<file path="config.mk">
export PLATFORM = sky130hd
export DESIGN_NAME = ict_timing
export DESIGN_NICKNAME = d
export VERILOG_FILES = /design/src/rtl/ict_pkg.sv /design/src/rtl/ict_ea_adder.sv /design/src/rtl/ict_clock_counter.sv /design/src/rtl/ict_timing.sv
export SDC_FILE = /design/constraint.sdc
export NUM_CORES = 1
export LEC_CHECK = 0
export BUFFER_PORTS_ARGS = -buffer_cell sky130_fd_sc_hd__buf_2
export CORE_MARGIN = 2
export CORE_UTILIZATION = 23
export CTS_CLUSTER_DIAMETER = 120
export DETAILED_ROUTE_END_ITERATION = 7
export MAX_ROUTING_LAYER = met4
export PLACE_DENSITY = 0.49
export SYNTH_ARGS = -nofsm -noshare
export SYNTH_HDL_FRONTEND = slang
export SYNTH_HIERARCHICAL = 1
export SYNTH_SLANG_ARGS = --single-unit
</file>
<file path="constraint.sdc">
create_clock -name i_clk -period 1.75 [get_ports i_clk]
set_clock_uncertainty 0.1 [all_clocks]
set_input_delay 0.0875 -clock i_clk [delete_from_list [all_inputs] [get_ports i_clk]]
set_output_delay 0.0875 -clock i_clk [all_outputs]
set_load 0.02 [all_outputs]
</file>
<file path="src/rtl/ict_pkg.sv">
package ict_pkg;

  ////////////////////////////////////////////////////////////////////////////
  // Widths
  localparam int CLK_W = 10;
  localparam int BUS_W = 6;
  localparam int NREG_W = 5;

  typedef logic [CLK_W-1:0] ict_clk_t;
  typedef logic [BUS_W-1:0] ict_bus_t;

  ////////////////////////////////////////////////////////////////////////////
  // Instruction classes, operand sizes, addressing modes, outcomes
  typedef enum logic [4:0] {
    bit_change_op, bit_clear_op, bit_set_op, bit_test_op,
    cond_branch, unconditional_branch, branch_to_subroutine,
    decrement_and_branch, jump_op, jump_to_subroutine,
    load_effective_address, push_effective_address,
    multi_register_move, alternate_space_move,
    extended_add, extended_subtract, memory_compare,
    decimal_add, decimal_subtract
  } ict_op_e;

  typedef enum logic [1:0] {size_byte, size_word, size_long} ict_size_e;

  typedef enum logic [3:0] {
    mode_reg, mode_ind, mode_postinc, mode_predec, mode_d16, mode_index,
    mode_abs_w, mode_abs_l, mode_pc_d16, mode_pc_index
  } ict_mode_e;

  typedef enum logic [2:0] {
    out_taken, out_not_taken, out_loop_continue, out_loop_true,
    out_loop_expired
  } ict_outcome_e;

  typedef enum logic [1:0] {step_none, step_postinc, step_predec} ict_step_e;

  ////////////////////////////////////////////////////////////////////////////
  // Cost triple: valid, clock periods, read cycles, write cycles
  typedef struct packed {
    logic ok;
    logic [7:0] clk;
    logic [3:0] rd;
    logic [3:0] wr;
  } ict_cost_s;

  // Packed as clocks in bits 15:8, reads in 7:4, writes in 3:0
  function automatic ict_cost_s cost(input logic [15:0] v);
    cost = '{1'b1, v[15:8], v[7:4], v[3:0]};
  endfunction : cost

  localparam ict_cost_s NA_COST = '{1'b0, 8'h00, 4'h0, 4'h0};

  ////////////////////////////////////////////////////////////////////////////
  // Bit manipulation: change, clear, set, test
  localparam ict_cost_s BIT_DYN_REG [4] =
    '{cost(16'h0810), cost(16'h0a10), cost(16'h0810), cost(16'h0610)};
  localparam ict_cost_s BIT_DYN_MEM [4] =
    '{cost(16'h0811), cost(16'h0a11), cost(16'h0811), cost(16'h0410)};
  localparam ict_cost_s BIT_IMM_EXTRA = cost(16'h0410);

  ////////////////////////////////////////////////////////////////////////////
  // Branches
  localparam ict_cost_s BCC_TAKEN = cost(16'h0a20);
  localparam ict_cost_s BCC_NT_BYTE = cost(16'h0610);
  localparam ict_cost_s BCC_NT_WORD = cost(16'h0a20);
  localparam ict_cost_s BRA_COST = cost(16'h0a20);
  localparam ict_cost_s BSR_COST = cost(16'h1222);
  localparam ict_cost_s DECREMENT_AND_BRANCH_RUN = cost(16'h0a20);
  localparam ict_cost_s DECREMENT_AND_BRANCH_EXPIRED = cost(16'h1030);

  ////////////////////////////////////////////////////////////////////////////
  // Per addressing mode, indexed by ict_mode_e
  localparam ict_cost_s JMP_COST [10] = '{NA_COST, cost(16'h0820), NA_COST,
    NA_COST, cost(16'h0a20), cost(16'h0e30), cost(16'h0a20), cost(16'h0c30),
    cost(16'h0a20), cost(16'h0e30)};
  localparam ict_cost_s JSR_COST [10] = '{NA_COST, cost(16'h1022), NA_COST,
    NA_COST, cost(16'h1222), cost(16'h1622), cost(16'h1222), cost(16'h1432),
    cost(16'h1222), cost(16'h1622)};
  localparam ict_cost_s LEA_COST [10] = '{NA_COST, cost(16'h0410), NA_COST,
    NA_COST, cost(16'h0820), cost(16'h0c20), cost(16'h0820), cost(16'h0c30),
    cost(16'h0820), cost(16'h0c20)};
  localparam ict_cost_s PEA_COST [10] = '{NA_COST, cost(16'h0c12), NA_COST,
    NA_COST, cost(16'h1022), cost(16'h1422), cost(16'h1022), cost(16'h1432),
    cost(16'h1022), cost(16'h1422)};
  localparam ict_cost_s MR_W_COST [10] = '{NA_COST, cost(16'h0c30),
    cost(16'h0c30), NA_COST, cost(16'h1040), cost(16'h1240), cost(16'h1040),
    cost(16'h1450), cost(16'h1040), cost(16'h1240)};
  localparam ict_cost_s MR_L_COST [10] = '{NA_COST, cost(16'h1830),
    cost(16'h0c30), NA_COST, cost(16'h1040), cost(16'h1240), cost(16'h1040),
    cost(16'h1450), cost(16'h1040), cost(16'h1240)};
  localparam ict_cost_s RM_COST [10] = '{NA_COST, cost(16'h0820), NA_COST,
    cost(16'h0820), cost(16'h0c30), cost(16'h0e30), cost(16'h0c30),
    cost(16'h1040), NA_COST, NA_COST};
  localparam ict_cost_s SMR_BW_COST [10] = '{NA_COST, cost(16'h1230),
    cost(16'h1430), cost(16'h1430), cost(16'h1440), cost(16'h1840),
    cost(16'h1440), cost(16'h1850), NA_COST, NA_COST};
  localparam ict_cost_s SMR_L_COST [10] = '{NA_COST, cost(16'h1640),
    cost(16'h1840), cost(16'h1840), cost(16'h1850), cost(16'h1c50),
    cost(16'h1850), cost(16'h1c60), NA_COST, NA_COST};
  localparam ict_cost_s SRM_BW_COST [10] = '{NA_COST, cost(16'h1221),
    cost(16'h1421), cost(16'h1421), cost(16'h1431), cost(16'h1831),
    cost(16'h1431), cost(16'h1841), NA_COST, NA_COST};
  localparam ict_cost_s SRM_L_COST [10] = '{NA_COST, cost(16'h1622),
    cost(16'h1822), cost(16'h1822), cost(16'h1832), cost(16'h1c32),
    cost(16'h1832), cost(16'h1c42), NA_COST, NA_COST};

  // Register multiple step per register moved, word and long
  localparam ict_clk_t MULTI_REGISTER_MOVE_STEP_CLK_W = 10'h004;
  localparam ict_clk_t MULTI_REGISTER_MOVE_STEP_CLK_L = 10'h008;
  localparam ict_bus_t MULTI_REGISTER_MOVE_STEP_BUS_W = 6'h01;
  localparam ict_bus_t MULTI_REGISTER_MOVE_STEP_BUS_L = 6'h02;

  ////////////////////////////////////////////////////////////////////////////
  // Multiprecision: register, memory, loop continue, loop true, expired
  localparam ict_cost_s XADD_BW [5] = '{cost(16'h0410), cost(16'h1231),
    cost(16'h1621), cost(16'h1c41), cost(16'h1a41)};
  localparam ict_cost_s XADD_L [5] = '{cost(16'h0610), cost(16'h1e52),
    cost(16'h2042), cost(16'h2662), cost(16'h2462)};
  localparam ict_cost_s MEMORY_COMPARE_BW [5] = '{NA_COST, cost(16'h0c30),
    cost(16'h0e20), cost(16'h1440), cost(16'h1240)};
  localparam ict_cost_s MEMORY_COMPARE_L [5] = '{NA_COST, cost(16'h1450),
    cost(16'h1840), cost(16'h1e60), cost(16'h1a60)};
  localparam ict_cost_s DEC_B [5] = '{cost(16'h0610), cost(16'h1231),
    cost(16'h1821), cost(16'h1e41), cost(16'h1c41)};

endpackage : ict_pkg

</file>
<file path="src/rtl/ict_ea_adder.sv">
`timescale 1ns/10ps
module ict_ea_adder (
  input wire logic i_add,
  input wire ict_pkg::ict_clk_t i_base_clk,
  input wire ict_pkg::ict_bus_t i_base_rd,
  input wire ict_pkg::ict_bus_t i_base_wr,
  input wire logic [7:0] i_ea_clk,
  input wire logic [3:0] i_ea_rd,
  input wire logic [3:0] i_ea_wr,
  output logic [ict_pkg::CLK_W-1:0] o_clk,
  output logic [ict_pkg::BUS_W-1:0] o_rd,
  output logic [ict_pkg::BUS_W-1:0] o_wr
);

  // Index size has no input here, so it cannot change the cost
  always_comb begin
    o_clk = i_base_clk;
    o_rd = i_base_rd;
    o_wr = i_base_wr;
    if (i_add) begin
      o_clk = i_base_clk + {2'h0, i_ea_clk};
      o_rd = i_base_rd + {2'h0, i_ea_rd};
      o_wr = i_base_wr + {2'h0, i_ea_wr};
    end
  end

endmodule : ict_ea_adder

</file>
<file path="src/rtl/ict_clock_counter.sv">
`timescale 1ns/10ps
module ict_clock_counter (
  input wire logic i_clk,
  input wire logic i_rst_n,
  input wire logic i_load,
  input wire ict_pkg::ict_clk_t i_count,
  input wire logic i_stall,
  output logic o_finish,
  output logic [ict_pkg::CLK_W-1:0] o_stalls
);

  ict_pkg::ict_clk_t cnt_ff, nxt_cnt, stalls_ff, nxt_stalls;
  logic active_ff, nxt_active, finish_ff, nxt_finish;

  always_comb begin
    nxt_cnt = cnt_ff;
    nxt_stalls = stalls_ff;
    nxt_active = active_ff;
    nxt_finish = 1'b0;
    if (i_load) begin
      nxt_cnt = i_count;
      nxt_stalls = '0;
      nxt_active = 1'b1;
    end else if (active_ff) begin
      if (i_stall) begin
        nxt_stalls = stalls_ff + 10'h001;
      end else if (cnt_ff <= 10'h001) begin
        nxt_active = 1'b0;
        nxt_finish = 1'b1;
      end else begin
        nxt_cnt = cnt_ff - 10'h001;
      end
    end
  end

  always_ff @(posedge i_clk or negedge i_rst_n) begin
    if (!i_rst_n) begin
      cnt_ff <= '0;
      stalls_ff <= '0;
      active_ff <= 1'b0;
      finish_ff <= 1'b0;
    end else begin
      cnt_ff <= nxt_cnt;
      stalls_ff <= nxt_stalls;
      active_ff <= nxt_active;
      finish_ff <= nxt_finish;
    end
  end

  assign o_finish = finish_ff;
  assign o_stalls = stalls_ff;

endmodule : ict_clock_counter

</file>
<file path="src/rtl/ict_timing.sv">
// Overview of operation
// - Every instruction is costed as clocks, read cycles and write cycles.
// - Flagged entries add the address calculation triple to the base.
// - Memory bit ops 8(1/1), clear 10, test 4(1/0); immediate adds 4(1/0).
// - Register bit ops 8, 10 or 6 (1/0); immediate forms add 4(1/0).
// - Branch taken 10(2/0); not taken 6(1/0) byte, 10(2/0) word.
// - Unconditional branch 10(2/0); subroutine branch 18(2/2), any size.
// - Decrement loop 10(2/0) on true or loop back; expired 16(3/0).
// - Indirect jump 8, subroutine jump 16, load 4, push 12 clocks.
// - Multi register alternate_space_move grow with n by 4 or 8 clocks per register.
// - Alternate space indirect alternate_space_move take 18 or 22 clocks.
// - Index register size never changes the cost.
// - Multiprecision figures are complete; no address cost is added.
// - Extended add/subtract 4/6 register, 18/30 memory; decimal 6/18.
// - Memory compare is memory only: 12(3/0) or 20(5/0).
// - Compare uses postincrement; add, subtract, decimal use predecrement in memory mode.
// - Loop mode costs per outcome, e.g. 22, 28, 26 and 14, 20, 18.
`timescale 1ns/10ps
module ict_timing (
  input wire logic i_clk,
  input wire logic i_rst_n,
  input wire logic i_start,
  input wire ict_pkg::ict_op_e i_op,
  input wire ict_pkg::ict_size_e i_size,
  input wire ict_pkg::ict_mode_e i_mode,
  input wire ict_pkg::ict_outcome_e i_outcome,
  input wire logic i_static_bit,
  input wire logic i_to_memory,
  input wire logic i_loop,
  input wire logic [ict_pkg::NREG_W-1:0] i_reg_count,
  input wire logic [7:0] i_ea_clocks,
  input wire logic [3:0] i_ea_reads,
  input wire logic [3:0] i_ea_writes,
  input wire logic i_bus_wait,
  output logic o_busy,
  output logic o_done,
  output logic o_error,
  output logic [ict_pkg::CLK_W-1:0] o_clocks,
  output logic [ict_pkg::BUS_W-1:0] o_reads,
  output logic [ict_pkg::BUS_W-1:0] o_writes,
  output logic [ict_pkg::CLK_W-1:0] o_wait_clocks,
  output ict_pkg::ict_step_e o_addr_step
);

  ////////////////////////////////////////////////////////////////////////////
  // Declarations
  typedef enum logic {st_idle, st_run} ict_state_e;

  ict_state_e state_ff, nxt_state;
  ict_pkg::ict_cost_s base;
  ict_pkg::ict_clk_t step_clk, tot_clk, sum_clk;
  ict_pkg::ict_bus_t step_rd, step_wr, tot_rd, tot_wr, sum_rd, sum_wr;
  ict_pkg::ict_step_e step;
  logic plus;
  logic [1:0] bit_idx;
  logic [2:0] mp_idx;
  logic mp_ok;
  logic busy_ff, nxt_busy, done_ff, nxt_done, error_ff, nxt_error;
  ict_pkg::ict_clk_t clocks_ff, nxt_clocks, waits_ff, nxt_waits;
  ict_pkg::ict_bus_t reads_ff, nxt_reads, writes_ff, nxt_writes;
  ict_pkg::ict_step_e step_ff, nxt_step;
  logic cnt_load, cnt_finish;
  ict_pkg::ict_clk_t cnt_stalls;

  ////////////////////////////////////////////////////////////////////////////
  // Bit operation and multiprecision row selects
  always_comb begin
    case (i_op)
      ict_pkg::bit_change_op: bit_idx = 2'h0;
      ict_pkg::bit_clear_op: bit_idx = 2'h1;
      ict_pkg::bit_set_op: bit_idx = 2'h2;
      default: bit_idx = 2'h3;
    endcase
  end

  always_comb begin
    mp_ok = 1'b1;
    if (i_mode == ict_pkg::mode_reg) begin
      mp_idx = 3'h0;
    end else if (!i_loop) begin
      mp_idx = 3'h1;
    end else begin
      case (i_outcome)
        ict_pkg::out_loop_continue: mp_idx = 3'h2;
        ict_pkg::out_loop_true: mp_idx = 3'h3;
        ict_pkg::out_loop_expired: mp_idx = 3'h4;
        default: begin
          mp_idx = 3'h0;
          mp_ok = 1'b0;
        end
      endcase
    end
  end

  ////////////////////////////////////////////////////////////////////////////
  // Base cost lookup
  always_comb begin
    base = ict_pkg::NA_COST;
    step_clk = '0;
    step_rd = '0;
    step_wr = '0;
    plus = 1'b0;
    step = ict_pkg::step_none;
    case (i_op)
      ict_pkg::bit_change_op, ict_pkg::bit_clear_op,
      ict_pkg::bit_set_op, ict_pkg::bit_test_op: begin
        if (i_mode == ict_pkg::mode_reg) begin
          if (i_size == ict_pkg::size_long) begin
            base = ict_pkg::BIT_DYN_REG[bit_idx];
          end
        end else if (i_size == ict_pkg::size_byte) begin
          base = ict_pkg::BIT_DYN_MEM[bit_idx];
          plus = 1'b1;
        end
        if (i_static_bit && base.ok) begin
          base.clk = base.clk + ict_pkg::BIT_IMM_EXTRA.clk;
          base.rd = base.rd + ict_pkg::BIT_IMM_EXTRA.rd;
        end
      end
      ict_pkg::cond_branch: begin
        if (i_outcome == ict_pkg::out_taken) begin
          base = ict_pkg::BCC_TAKEN;
        end else if (i_outcome == ict_pkg::out_not_taken) begin
          if (i_size == ict_pkg::size_byte) begin
            base = ict_pkg::BCC_NT_BYTE;
          end else begin
            base = ict_pkg::BCC_NT_WORD;
          end
        end
      end
      ict_pkg::unconditional_branch: begin
        base = ict_pkg::BRA_COST;
      end
      ict_pkg::branch_to_subroutine: begin
        base = ict_pkg::BSR_COST;
      end
      ict_pkg::decrement_and_branch: begin
        case (i_outcome)
          ict_pkg::out_not_taken, ict_pkg::out_taken: begin
            base = ict_pkg::DECREMENT_AND_BRANCH_RUN;
          end
          ict_pkg::out_loop_expired: begin
            base = ict_pkg::DECREMENT_AND_BRANCH_EXPIRED;
          end
          default: begin
            base = ict_pkg::NA_COST;
          end
        endcase
      end
      ict_pkg::jump_op: begin
        base = ict_pkg::JMP_COST[i_mode];
      end
      ict_pkg::jump_to_subroutine: begin
        base = ict_pkg::JSR_COST[i_mode];
      end
      ict_pkg::load_effective_address: begin
        base = ict_pkg::LEA_COST[i_mode];
      end
      ict_pkg::push_effective_address: begin
        base = ict_pkg::PEA_COST[i_mode];
      end
      ict_pkg::multi_register_move: begin
        if (i_size == ict_pkg::size_long) begin
          step_clk = ict_pkg::MULTI_REGISTER_MOVE_STEP_CLK_L;
        end else begin
          step_clk = ict_pkg::MULTI_REGISTER_MOVE_STEP_CLK_W;
        end
        if (i_to_memory) begin
          base = ict_pkg::RM_COST[i_mode];
          if (i_size == ict_pkg::size_long) begin
            step_wr = ict_pkg::MULTI_REGISTER_MOVE_STEP_BUS_L;
          end else begin
            step_wr = ict_pkg::MULTI_REGISTER_MOVE_STEP_BUS_W;
          end
        end else begin
          if (i_size == ict_pkg::size_long) begin
            base = ict_pkg::MR_L_COST[i_mode];
            step_rd = ict_pkg::MULTI_REGISTER_MOVE_STEP_BUS_L;
          end else begin
            base = ict_pkg::MR_W_COST[i_mode];
            step_rd = ict_pkg::MULTI_REGISTER_MOVE_STEP_BUS_W;
          end
        end
        if (i_size == ict_pkg::size_byte) begin
          base = ict_pkg::NA_COST;
        end
      end
      ict_pkg::alternate_space_move: begin
        if (i_to_memory) begin
          if (i_size == ict_pkg::size_long) begin
            base = ict_pkg::SRM_L_COST[i_mode];
          end else begin
            base = ict_pkg::SRM_BW_COST[i_mode];
          end
        end else begin
          if (i_size == ict_pkg::size_long) begin
            base = ict_pkg::SMR_L_COST[i_mode];
          end else begin
            base = ict_pkg::SMR_BW_COST[i_mode];
          end
        end
      end
      ict_pkg::extended_add, ict_pkg::extended_subtract: begin
        if (i_size == ict_pkg::size_long) begin
          base = ict_pkg::XADD_L[mp_idx];
        end else begin
          base = ict_pkg::XADD_BW[mp_idx];
        end
        if (i_mode != ict_pkg::mode_reg) begin
          step = ict_pkg::step_predec;
        end
      end
      ict_pkg::memory_compare: begin
        if (i_size == ict_pkg::size_long) begin
          base = ict_pkg::MEMORY_COMPARE_L[mp_idx];
        end else begin
          base = ict_pkg::MEMORY_COMPARE_BW[mp_idx];
        end
        step = ict_pkg::step_postinc;
      end
      ict_pkg::decimal_add, ict_pkg::decimal_subtract: begin
        if (i_size == ict_pkg::size_byte) begin
          base = ict_pkg::DEC_B[mp_idx];
        end
        if (i_mode != ict_pkg::mode_reg) begin
          step = ict_pkg::step_predec;
        end
      end
      default: begin
        base = ict_pkg::NA_COST;
      end
    endcase
    if (i_op >= ict_pkg::extended_add && !mp_ok) begin
      base = ict_pkg::NA_COST;
    end
  end

  ////////////////////////////////////////////////////////////////////////////
  // Scale by register count, then add address calculation when flagged
  always_comb begin
    tot_clk = {2'h0, base.clk}
      + ict_pkg::ict_clk_t'(i_reg_count) * step_clk;
    tot_rd = {2'h0, base.rd}
      + ict_pkg::ict_bus_t'(i_reg_count) * step_rd;
    tot_wr = {2'h0, base.wr}
      + ict_pkg::ict_bus_t'(i_reg_count) * step_wr;
  end

  ict_ea_adder u_ea_adder (
    .i_add(plus),
    .i_base_clk(tot_clk),
    .i_base_rd(tot_rd),
    .i_base_wr(tot_wr),
    .i_ea_clk(i_ea_clocks),
    .i_ea_rd(i_ea_reads),
    .i_ea_wr(i_ea_writes),
    .o_clk(sum_clk),
    .o_rd(sum_rd),
    .o_wr(sum_wr)
  );

  ////////////////////////////////////////////////////////////////////////////
  // Execution clock counter with bus wait stretching
  assign cnt_load = (state_ff == st_idle) && i_start && base.ok;

  ict_clock_counter u_counter (
    .i_clk(i_clk),
    .i_rst_n(i_rst_n),
    .i_load(cnt_load),
    .i_count(sum_clk),
    .i_stall(i_bus_wait),
    .o_finish(cnt_finish),
    .o_stalls(cnt_stalls)
  );

  ////////////////////////////////////////////////////////////////////////////
  // Control
  always_comb begin
    nxt_state = state_ff;
    nxt_busy = busy_ff;
    nxt_done = 1'b0;
    nxt_error = 1'b0;
    nxt_clocks = clocks_ff;
    nxt_reads = reads_ff;
    nxt_writes = writes_ff;
    nxt_waits = waits_ff;
    nxt_step = step_ff;
    case (state_ff)
      st_idle: begin
        if (i_start) begin
          if (base.ok) begin
            nxt_state = st_run;
            nxt_busy = 1'b1;
            nxt_clocks = sum_clk;
            nxt_reads = sum_rd;
            nxt_writes = sum_wr;
            nxt_waits = '0;
            nxt_step = step;
          end else begin
            nxt_error = 1'b1;
          end
        end
      end
      st_run: begin
        if (cnt_finish) begin
          nxt_state = st_idle;
          nxt_busy = 1'b0;
          nxt_done = 1'b1;
          nxt_waits = cnt_stalls;
        end
      end
      default: begin
        nxt_state = st_idle;
        nxt_busy = 1'b0;
      end
    endcase
  end

  always_ff @(posedge i_clk or negedge i_rst_n) begin
    if (!i_rst_n) begin
      state_ff <= st_idle;
      busy_ff <= 1'b0;
      done_ff <= 1'b0;
      error_ff <= 1'b0;
      clocks_ff <= '0;
      reads_ff <= '0;
      writes_ff <= '0;
      waits_ff <= '0;
      step_ff <= ict_pkg::step_none;
    end else begin
      state_ff <= nxt_state;
      busy_ff <= nxt_busy;
      done_ff <= nxt_done;
      error_ff <= nxt_error;
      clocks_ff <= nxt_clocks;
      reads_ff <= nxt_reads;
      writes_ff <= nxt_writes;
      waits_ff <= nxt_waits;
      step_ff <= nxt_step;
    end
  end

  assign o_busy = busy_ff;
  assign o_done = done_ff;
  assign o_error = error_ff;
  assign o_clocks = clocks_ff;
  assign o_reads = reads_ff;
  assign o_writes = writes_ff;
  assign o_wait_clocks = waits_ff;
  assign o_addr_step = step_ff;

endmodule : ict_timing

</file>
==> metrics.cfg, run 1 <==
[layout]
fin_util_pct = 38.5
final_area_mm2 = 0.0101
syn2layout_area_growth_pct = 64.2
instances_no_fill = 1332
nNetsFinal = 1104
drive_gt1_share_pct = 51.9

[routing]
wirelength_mm = 21.3
maxUsedRoutingLayer = met4
drc = 5
met2_length_mm = 9.68
ant_nets = 0
dr_total_vias = 6365
first_pass_iters = 7
wire_per_inst_um = 16.0
met1_length_mm = 10.1
dr_wl_met3_um = 990
first_iter_violations = 359
viasPerCell = 4.78

[logic_synthesis]
ys_seq_area_share_pct = 24.5
syn_inst = 703
synth_edf_count = 0
synth_ff_type = dfrtp_1
ys_async_sr_fraction_pct = 100
avgSynthCellArea_um2 = 8.72
yosysWarnings = 6
ys_types = 90
syn_area_mm2 = 0.00613
ys_ff_latch = 60

[flow_run]
cap_violations = 0

[clock_tree]
cts.sinks = 60
cts_buffers = 9
clkTransAtPathRegs_ns = 0.05
htree_levels = 3
clock_latency_ns = 0.33
cts_tree = built
ctsLongestPathBuffers = 2
cts_root_buf = clkbuf_16

[critical_path]
path_class = input pin to flop
critPathRequiredTime_ns = 1.86
cp-end-kind = flop
critical_path.max_fanout = 4
worstPathArrival_ns = 4.47
cp-start-kind = input pin

[timing]
max_slew_margin_pct = 57.3
fin_ws_ns = -2.60
fmax_mhz = 230
setup_viol = 59
final_hold_viol_count = 0
holdWs_ns = 0.0295
fin_crit_ns = 4.35
drv_slew = 0
rsz0062_at_grt = true
final.period_utilization_pct = 249
worst_pin_slew_ns = 0.640
fin_tns_setup_ns = -89.19

[power]
leakagePower_nw = 4.76
p_switching_mw = 2.50
comb_power_share_pct = 44.2
p_clk_share_pct = 25.6
switching_share_pct = 36.4
ir_worst_vdd_uv = 410
p_int_mw = 4.38
p_total_mw = 6.89
power_density_mw_per_mm2 = 684
seq_power_share_pct = 30.2

[run_status]
violations = design-rule violations, negative setup slack
outcome = finished, violations left

[floorplanning]
die_area_mm2 = 0.0280
fp.coreArea_mm2 = 0.0261
rows = 59
initial_utilization_pct = 23.5
fp.dieH_um = 167
ios = 79
chipWidth_um = 167

[place]
postPlaceCellArea_mm2 = 0.00847
hpwl_mm = 16.3
dp_slack_ns = -3.07
placed_cells = 1267
gp_congestion = 0.932
numPortBuffers = 78

[grt]
grt.total_usage_pct = 15.5
grt_pass1_vias = 6530
grt_max_degree = 28
grt_pass1_wl_mm = 34.1
grt_antenna_before_repair = 2
grt_overflow = 0

[min_path]
min_path_type = input pin to flop

==> synthesized netlist by cell type, types with 12 or more instances <==
| cell | n | share of area, % |
|---|---|---|
| nor2_1 | 54 | 3.3 |
| dfrtp_1 | 60 | 24 |
| nor2b_1 | 17 | 1.7 |
| nand2_1 | 58 | 3.6 |
| mux2_2 | 16 | 2.9 |
| fa_1 | 12 | 3.9 |
| and3_1 | 16 | 1.6 |
| a21oi_1 | 40 | 3.3 |
| mux2_4 | 17 | 4.2 |
| a21o_1 | 15 | 1.8 |
| xnor2_1 | 25 | 3.6 |
| clkbuf_1 | 19 | 1.2 |
| nand3_1 | 22 | 1.8 |
| ha_1 | 60 | 12 |
| o21ai_0 | 46 | 3.8 |
| inv_1 | 34 | 2.1 |
==> registers in the layout, indices dropped and copies added, names as in the netlist, 2 cells and up <==
register	flops
u_counter/cnt_ff	10
u_counter/o_stalls	10
o_wait_clocks	10
o_reads	6
o_addr_step	2
o_writes	6
o_clocks	10
==> worst paths after layout <==
check,cells past startpoint,slack (ns),end,startpoint
worst max-delay path,25,-2.60,o_clocks[8]$_DFFE_PN0P_,i_mode[0]
worst min-delay path,3,0.03,u_counter/active_ff$_DFF_PN0_,i_bus_wait
worst max register to register,6,-0.19,u_counter/cnt_ff[6]$_DFFE_PN0P_,u_counter/cnt_ff[0]$_DFFE_PN0P_
worst min register to register,1,0.38,o_busy$_DFFE_PN0P_,o_busy$_DFFE_PN0P_
max in group asynchronous,3,0.68,u_counter/o_stalls[0]$_DFFE_PN0P_,i_rst_n
min in group asynchronous,2,0.24,o_wait_clocks[7]$_DFFE_PN0P_,i_rst_n
==> cells in the final DEF, fill, tap and decap left out, types with 16 or more instances in the layout <==
cell	instances
o21ai_0	23
dfrtp_1	60
buf_4	185
buf_2	73
ha_1	38
mux2_4	29
nand3_1	18
inv_1	21
nand2_1	56
ha_4	19
nor2b_1	16
a21oi_1	27
o21ai_2	20
buf_6	40
xnor2_1	18
nor2_1	34
==> critical path, stage by stage <==
cell and delay [ns]:
buf_8 0.10, inv_8 0.04, ha_4 0.12, nor3b_4 0.28, nor2_2 0.09, nand2_2 0.11
inv_2 0.06, ha_4 0.16, a31oi_1 0.13, o2111a_1 0.24, a21oi_2 0.07, ha_1 0.32
ha_4 0.13, inv_2 0.03, fa_1 0.51, inv_1 0.05, ha_1 0.28, a21o_1 0.20
a21oi_4 0.16, xnor2_2 0.16, ha_4 0.24, and3_4 0.15, a2111oi_4 0.31, nand3_1 0.14
mux2_4 0.27
==> power by group through the flow <==
stage                     logic, mW  clock network, mW  registers, mW
after floorplan                1.31                  0           2.32
after global placement         2.55                  0           2.10
after detailed placement       2.56                  0           2.10
after CTS                      2.89               1.81           2.08
after global routing           3.33               1.89           2.14
final                          3.04               1.76           2.08
==> timing repair <==
action	in CTS	in global routing
setup buffers	31	20
pin swaps	77	59
hold buffers	2	0
gates cloned	3	1
endpoints found under the hold margin	26	0
endpoints found under the setup margin	59	59
resized for setup	161	50
==> routing by layer <==
layer | global-route usage, % | vias to the layer above
met5 | - | -
met2 | 24.3 | 168
met3 | 2.58 | 38
met1 | 20.7 | 3042
met4 | 4.61 | 0
li1 | - | 3117
==> kinds of logic after synthesis <==
family,count (synthesis),synth area share (%)
simple gates,250,21.9
compound gates,177,19.5
fa+ha+maj,72,16.2
buf+inv,71,5.14
flops,60,24.5
xor+xnor,36,5.14
mux,36,7.59
other cells,1,0.0612
==> area by class of cell <==
type	instances	area (µm²)
Fill cell	2617	16100
Multi-Input combinational cell	573	5250
Timing Repair Buffer	310	2430
Sequential cell	60	1500
Tap cell	335	419
Clock buffer	10	229
Inverter	36	168
Clock inverter	6	63.8
Antenna cell	2	5.00
Power figures use the tool's default switching activity.
==> run 2, diff against run 1 <==
--- a/config.mk
+++ b/config.mk
@@ -5,6 +5,7 @@
 export SDC_FILE = /design/constraint.sdc
 export NUM_CORES = 1
 export LEC_CHECK = 0
+export ABC_AREA = 1
 export BUFFER_PORTS_ARGS = -buffer_cell sky130_fd_sc_hd__buf_2
 export CORE_MARGIN = 2
 export CORE_UTILIZATION = 23
==> run 2 against run 1 <==
Compared with the run above: utilization down 0.56 points; register-to-register slack improved by 0.21 ns; wire length rose by 2.2%; sequential power up 4%; count of clock-buffer cells in the layout rose by 1; power increased by 11%; critical endpoint is now u_counter/cnt_ff[9]$_DFFE_PN0P_; the run ends with negative setup slack left; via count up 10%; non-clock buffer count down 8; first-iteration DRC count fell by 9.2%; synthesized cell count up 34%.
==> metrics.cfg, run 2 <==
[run_status]
outcome = finished, violations left
violations = negative setup slack

[timing]
final.period_utilization_pct = 244  ; -4.8 points
fin_ws_ns = -2.52  ; +0.0839 ns
worst_pin_slew_ns = 0.576  ; -0.0645 ns
final_hold_viol_count = 0  ; unchanged
rsz0062_at_grt = true
max_slew_margin_pct = 61.6  ; +4.3 points
fin_tns_setup_ns = -62.61  ; +26.58 ns
setup_viol = 58  ; -1.7%
fmax_mhz = 234  ; +2.0%
fin_crit_ns = 4.27  ; -0.0839 ns
drv_slew = 0  ; unchanged

[place]
gp_congestion = 0.896  ; -3.8%
numPortBuffers = 78  ; unchanged
dp_slack_ns = -3.10  ; -0.0249 ns
hpwl_mm = 17.0  ; +4.2%

[logic_synthesis]
synth_edf_count = 0  ; unchanged
avgSynthCellArea_um2 = 6.61  ; -24%
synth_top_family_by_area = simple AND/OR/NAND/NOR gates
synth_top_cell_area_share_pct = 24.2  ; -0.28 points
synth-xor-area-share_pct = 2.40  ; -2.7 points
synthSimpleGateAreaFrac_pct = 39.0  ; +17 points
synth_ff_type = dfrtp_1
netlist_top_cells_count = 296 x nand2_1, 98 x inv_1, 94 x nor2_1
ys_seq_area_share_pct = 24.2  ; -0.28 points
synth_most_common_cell = nand2_1
synth.area.top_cells = dfrtp_1 24%, nand2_1 18%, ha_1 12%
ys_ff_latch = 60  ; unchanged
syn_inst = 939  ; +34%
ys_async_sr_fraction_pct = 100  ; unchanged
ys_types = 45  ; -50%
syn_area_mm2 = 0.00620  ; +1.1%
synth-adder-area-share_pct = 16.0  ; -0.18 points
synth_compound_area_share_pct = 9.48  ; -10 points
yosysWarnings = 6  ; unchanged
yosysTopAreaCell = dfrtp_1
synth_mux_area_share_pct = 0  ; -7.6 points

[grt]
grt_max_degree = 24  ; -14%
grt_antenna_before_repair = 0  ; -2
grt_pass1_wl_mm = 35.7  ; +4.7%
grt_overflow = 0  ; unchanged
grt.total_usage_pct = 16.1  ; +0.55 points
grt_pass1_vias = 7071  ; +8.3%

[routing]
first_iter_violations = 326  ; -9.2%
viasPerCell = 4.44  ; -7.0%
wirelength_mm = 21.8  ; +2.2%
ant_nets = 0  ; unchanged
first_pass_iters = 5  ; -2
drc = 0  ; -5
dr_total_vias = 7013  ; +10%
wire_per_inst_um = 13.8  ; -14%

[layout]
diodes = 0  ; -2
syn2layout_area_growth_pct = 63.6
layout_common_cells = 262 x nand2_1, 184 x buf_4, 80 x inv_1, 76 x nor2_1, 76 x buf_2
ff_latch_area_mm2 = 0.00150  ; unchanged
nNetsFinal = 1346  ; +22%
multi_input_area_mm2 = 0.00497  ; -5.4%
final_common_cell = nand2_1
drive_gt1_share_pct = 41.1  ; -11 points
fill_cells = 2841  ; +8.6%

[power]
p_int_mw = 4.63  ; +5.6%
ir_worst_vdd_uv = 535  ; +30%
power_density_mw_per_mm2 = 755  ; +10%
leakagePower_nw = 5.34  ; +12%
p_clk_share_pct = 25.2  ; -0.4 points
p_switching_mw = 3.03  ; +21%
comb_power_share_pct = 46.6  ; +2.4 points
switching_share_pct = 39.6  ; +3.2 points
seq_power_share_pct = 28.2  ; -2.0 points

[critical_path]
cp-start-kind = input pin
path_class = input pin to flop
critical_path.max_fanout = 4  ; unchanged
r2r-start = u_counter/cnt_ff[1]$_DFFE_PN0P_
slowest_stage = fa_1
critPathRequiredTime_ns = 1.87  ; about the same
reg2reg_depth = 9  ; +3
cp-end-kind = flop
crit_path_frequent_cell = ha_4
worstPathArrival_ns = 4.39  ; -0.08 ns
slowest_delay_ns = 0.50  ; about the same
reg2reg_slack_ns = 0.02  ; +0.21 ns
reg2reg_to = u_counter/cnt_ff[8]$_DFFE_PN0P_

[min_path]
worstHoldEndpoint = o_reads[0]$_DFFE_PN0P_
hold_depth = 6  ; +3
hp-start = i_ea_reads[0]
min_path_type = input pin to flop

[clock_tree]
cts_root_buf = clkbuf_16
cts_tree = built
ctsLongestPathBuffers = 2  ; unchanged
cts.sinks = 60  ; unchanged
clock_latency_ns = 0.33  ; about the same
clkTransAtPathRegs_ns = 0.06  ; about the same
cts_buffers = 9  ; unchanged
htree_levels = 3  ; unchanged

[flow_run]
cap_violations = 0  ; unchanged

[floorplanning]
die_area_mm2 = 0.0283  ; +1.1%
ios = 79  ; unchanged
fp.dieH_um = 168  ; +0.56%
chipWidth_um = 168  ; +0.56%
rows = 60  ; +1.7%
fp.coreArea_mm2 = 0.0267  ; +2.3%
initial_utilization_pct = 23.2  ; -0.26 points

==> run 2: cell types whose count changed after synthesis, moves of 10 or more <==
| cell | before | now |
|---|---|---|
| mux2_2 | 16 | 0 |
| inv_1 | 34 | 98 |
| nand3_1 | 22 | 87 |
| and3_1 | 16 | 0 |
| a21o_1 | 15 | 0 |
| xnor2_1 | 25 | 5 |
| nor2b_1 | 17 | 0 |
| mux2_4 | 17 | 0 |
| inv_2 | 0 | 10 |
| nor2_1 | 54 | 94 |
| o21ai_0 | 46 | 34 |
| nand2_1 | 58 | 296 |
==> run 2: logic make-up after synthesis <==
kind of cell             Yosys count
other                              1
flip-flops                        60
AO/OA/AOI/OAI                    104
adder cells (fa/ha/maj)           72
AND/OR/NAND/NOR                  552
buffers and inverters            133
XOR/XNOR                          17
==> run 2: worst max-delay path, delay by kind of cell <==
| family | cells | cell delay [ns] |
|---|---|---|
| adders and majority gates | 7 | 1.73 |
| buffers and inverters | 6 | 0.33 |
| AOI/OAI and AO/OA | 4 | 0.56 |
| xor gates and xnor gates | 1 | 0.24 |
| and+or+nand+nor | 15 | 1.43 |
==> run 2: timing repair <==
item	in CTS	in global routing
gates cloned	7	0
hold buffers	3	0
endpoints found under the setup margin	58	59
gates resized for setup	119	62
hold endpoints to repair	22	0
pin swaps	87	74
buffers inserted	25	13
==> run 2: worst max path at each step <==
stage	endpoint	start	slack (ns)
after CTS	u_counter/cnt_ff[9]$_DFFE_PN0P_	i_mode[0]	-2.49
after floorplan	u_counter/cnt_ff[9]$_DFFE_PN0P_	i_mode[3]	-2.55
after global placement	u_counter/cnt_ff[7]$_DFFE_PN0P_	i_mode[1]	-2.98
after detailed placement	u_counter/cnt_ff[9]$_DFFE_PN0P_	i_mode[1]	-3.10
after global routing	u_counter/cnt_ff[8]$_DFFE_PN0P_	i_mode[1]	-2.89
final	u_counter/cnt_ff[9]$_DFFE_PN0P_	i_mode[1]	-2.52
==> run 2: per-layer routing <==
layer / routed length (µm) / part of all wire, % / vias to the layer above / GRT usage (%)
met5: 0 / 0 / - / -
met4: 373 / 1.7 / 0 / 4.01
met3: 590 / 2.7 / 19 / 1.48
met2: 10500 / 48 / 112 / 27.2
met1: 10400 / 48 / 3258 / 20.8
li1: - / - / 3624 / -
==> run 2: metrics by stage <==
stage | util (%) | cells | power, mW | hold WS [ns] | cell area [µm²]
finish | 38.0 | 1578 | 7.66 | 0.0985 | 10100
global route | 38.0 | 1578 | 8.22 | 0.154 | 10100
CTS | 36.6 | 1569 | 7.58 | 0.105 | 9780
detailed placement | 32.4 | 1524 | 5.25 | 0.0158 | 8670
global placement | 32.4 | 1524 | 5.21 | 0.0132 | 8670
floorplan | - | 940 | 4.13 | -0.308 | 6550
==> run 2: area by class of cell <==
type | count | share of cell area (%)
flip-flops and latches | 60 | 14.8
repair buffers | 302 | 24.2
well taps | 341 | 4.21
clock inverters | 5 | 0.839
clock buffers | 11 | 2.39
multi-input cells | 748 | 49.0
inverters | 111 | 4.58
==> run 2: power groups by stage <==
stage / clock network, mW / logic (mW) / registers, mW
global placement: 0 / 3.04 / 2.18
floorplan: 0 / 1.72 / 2.41
detailed placement: 0 / 3.07 / 2.18
finish: 1.93 / 3.57 / 2.16
global route: 2.03 / 3.96 / 2.23
CTS: 1.98 / 3.44 / 2.16
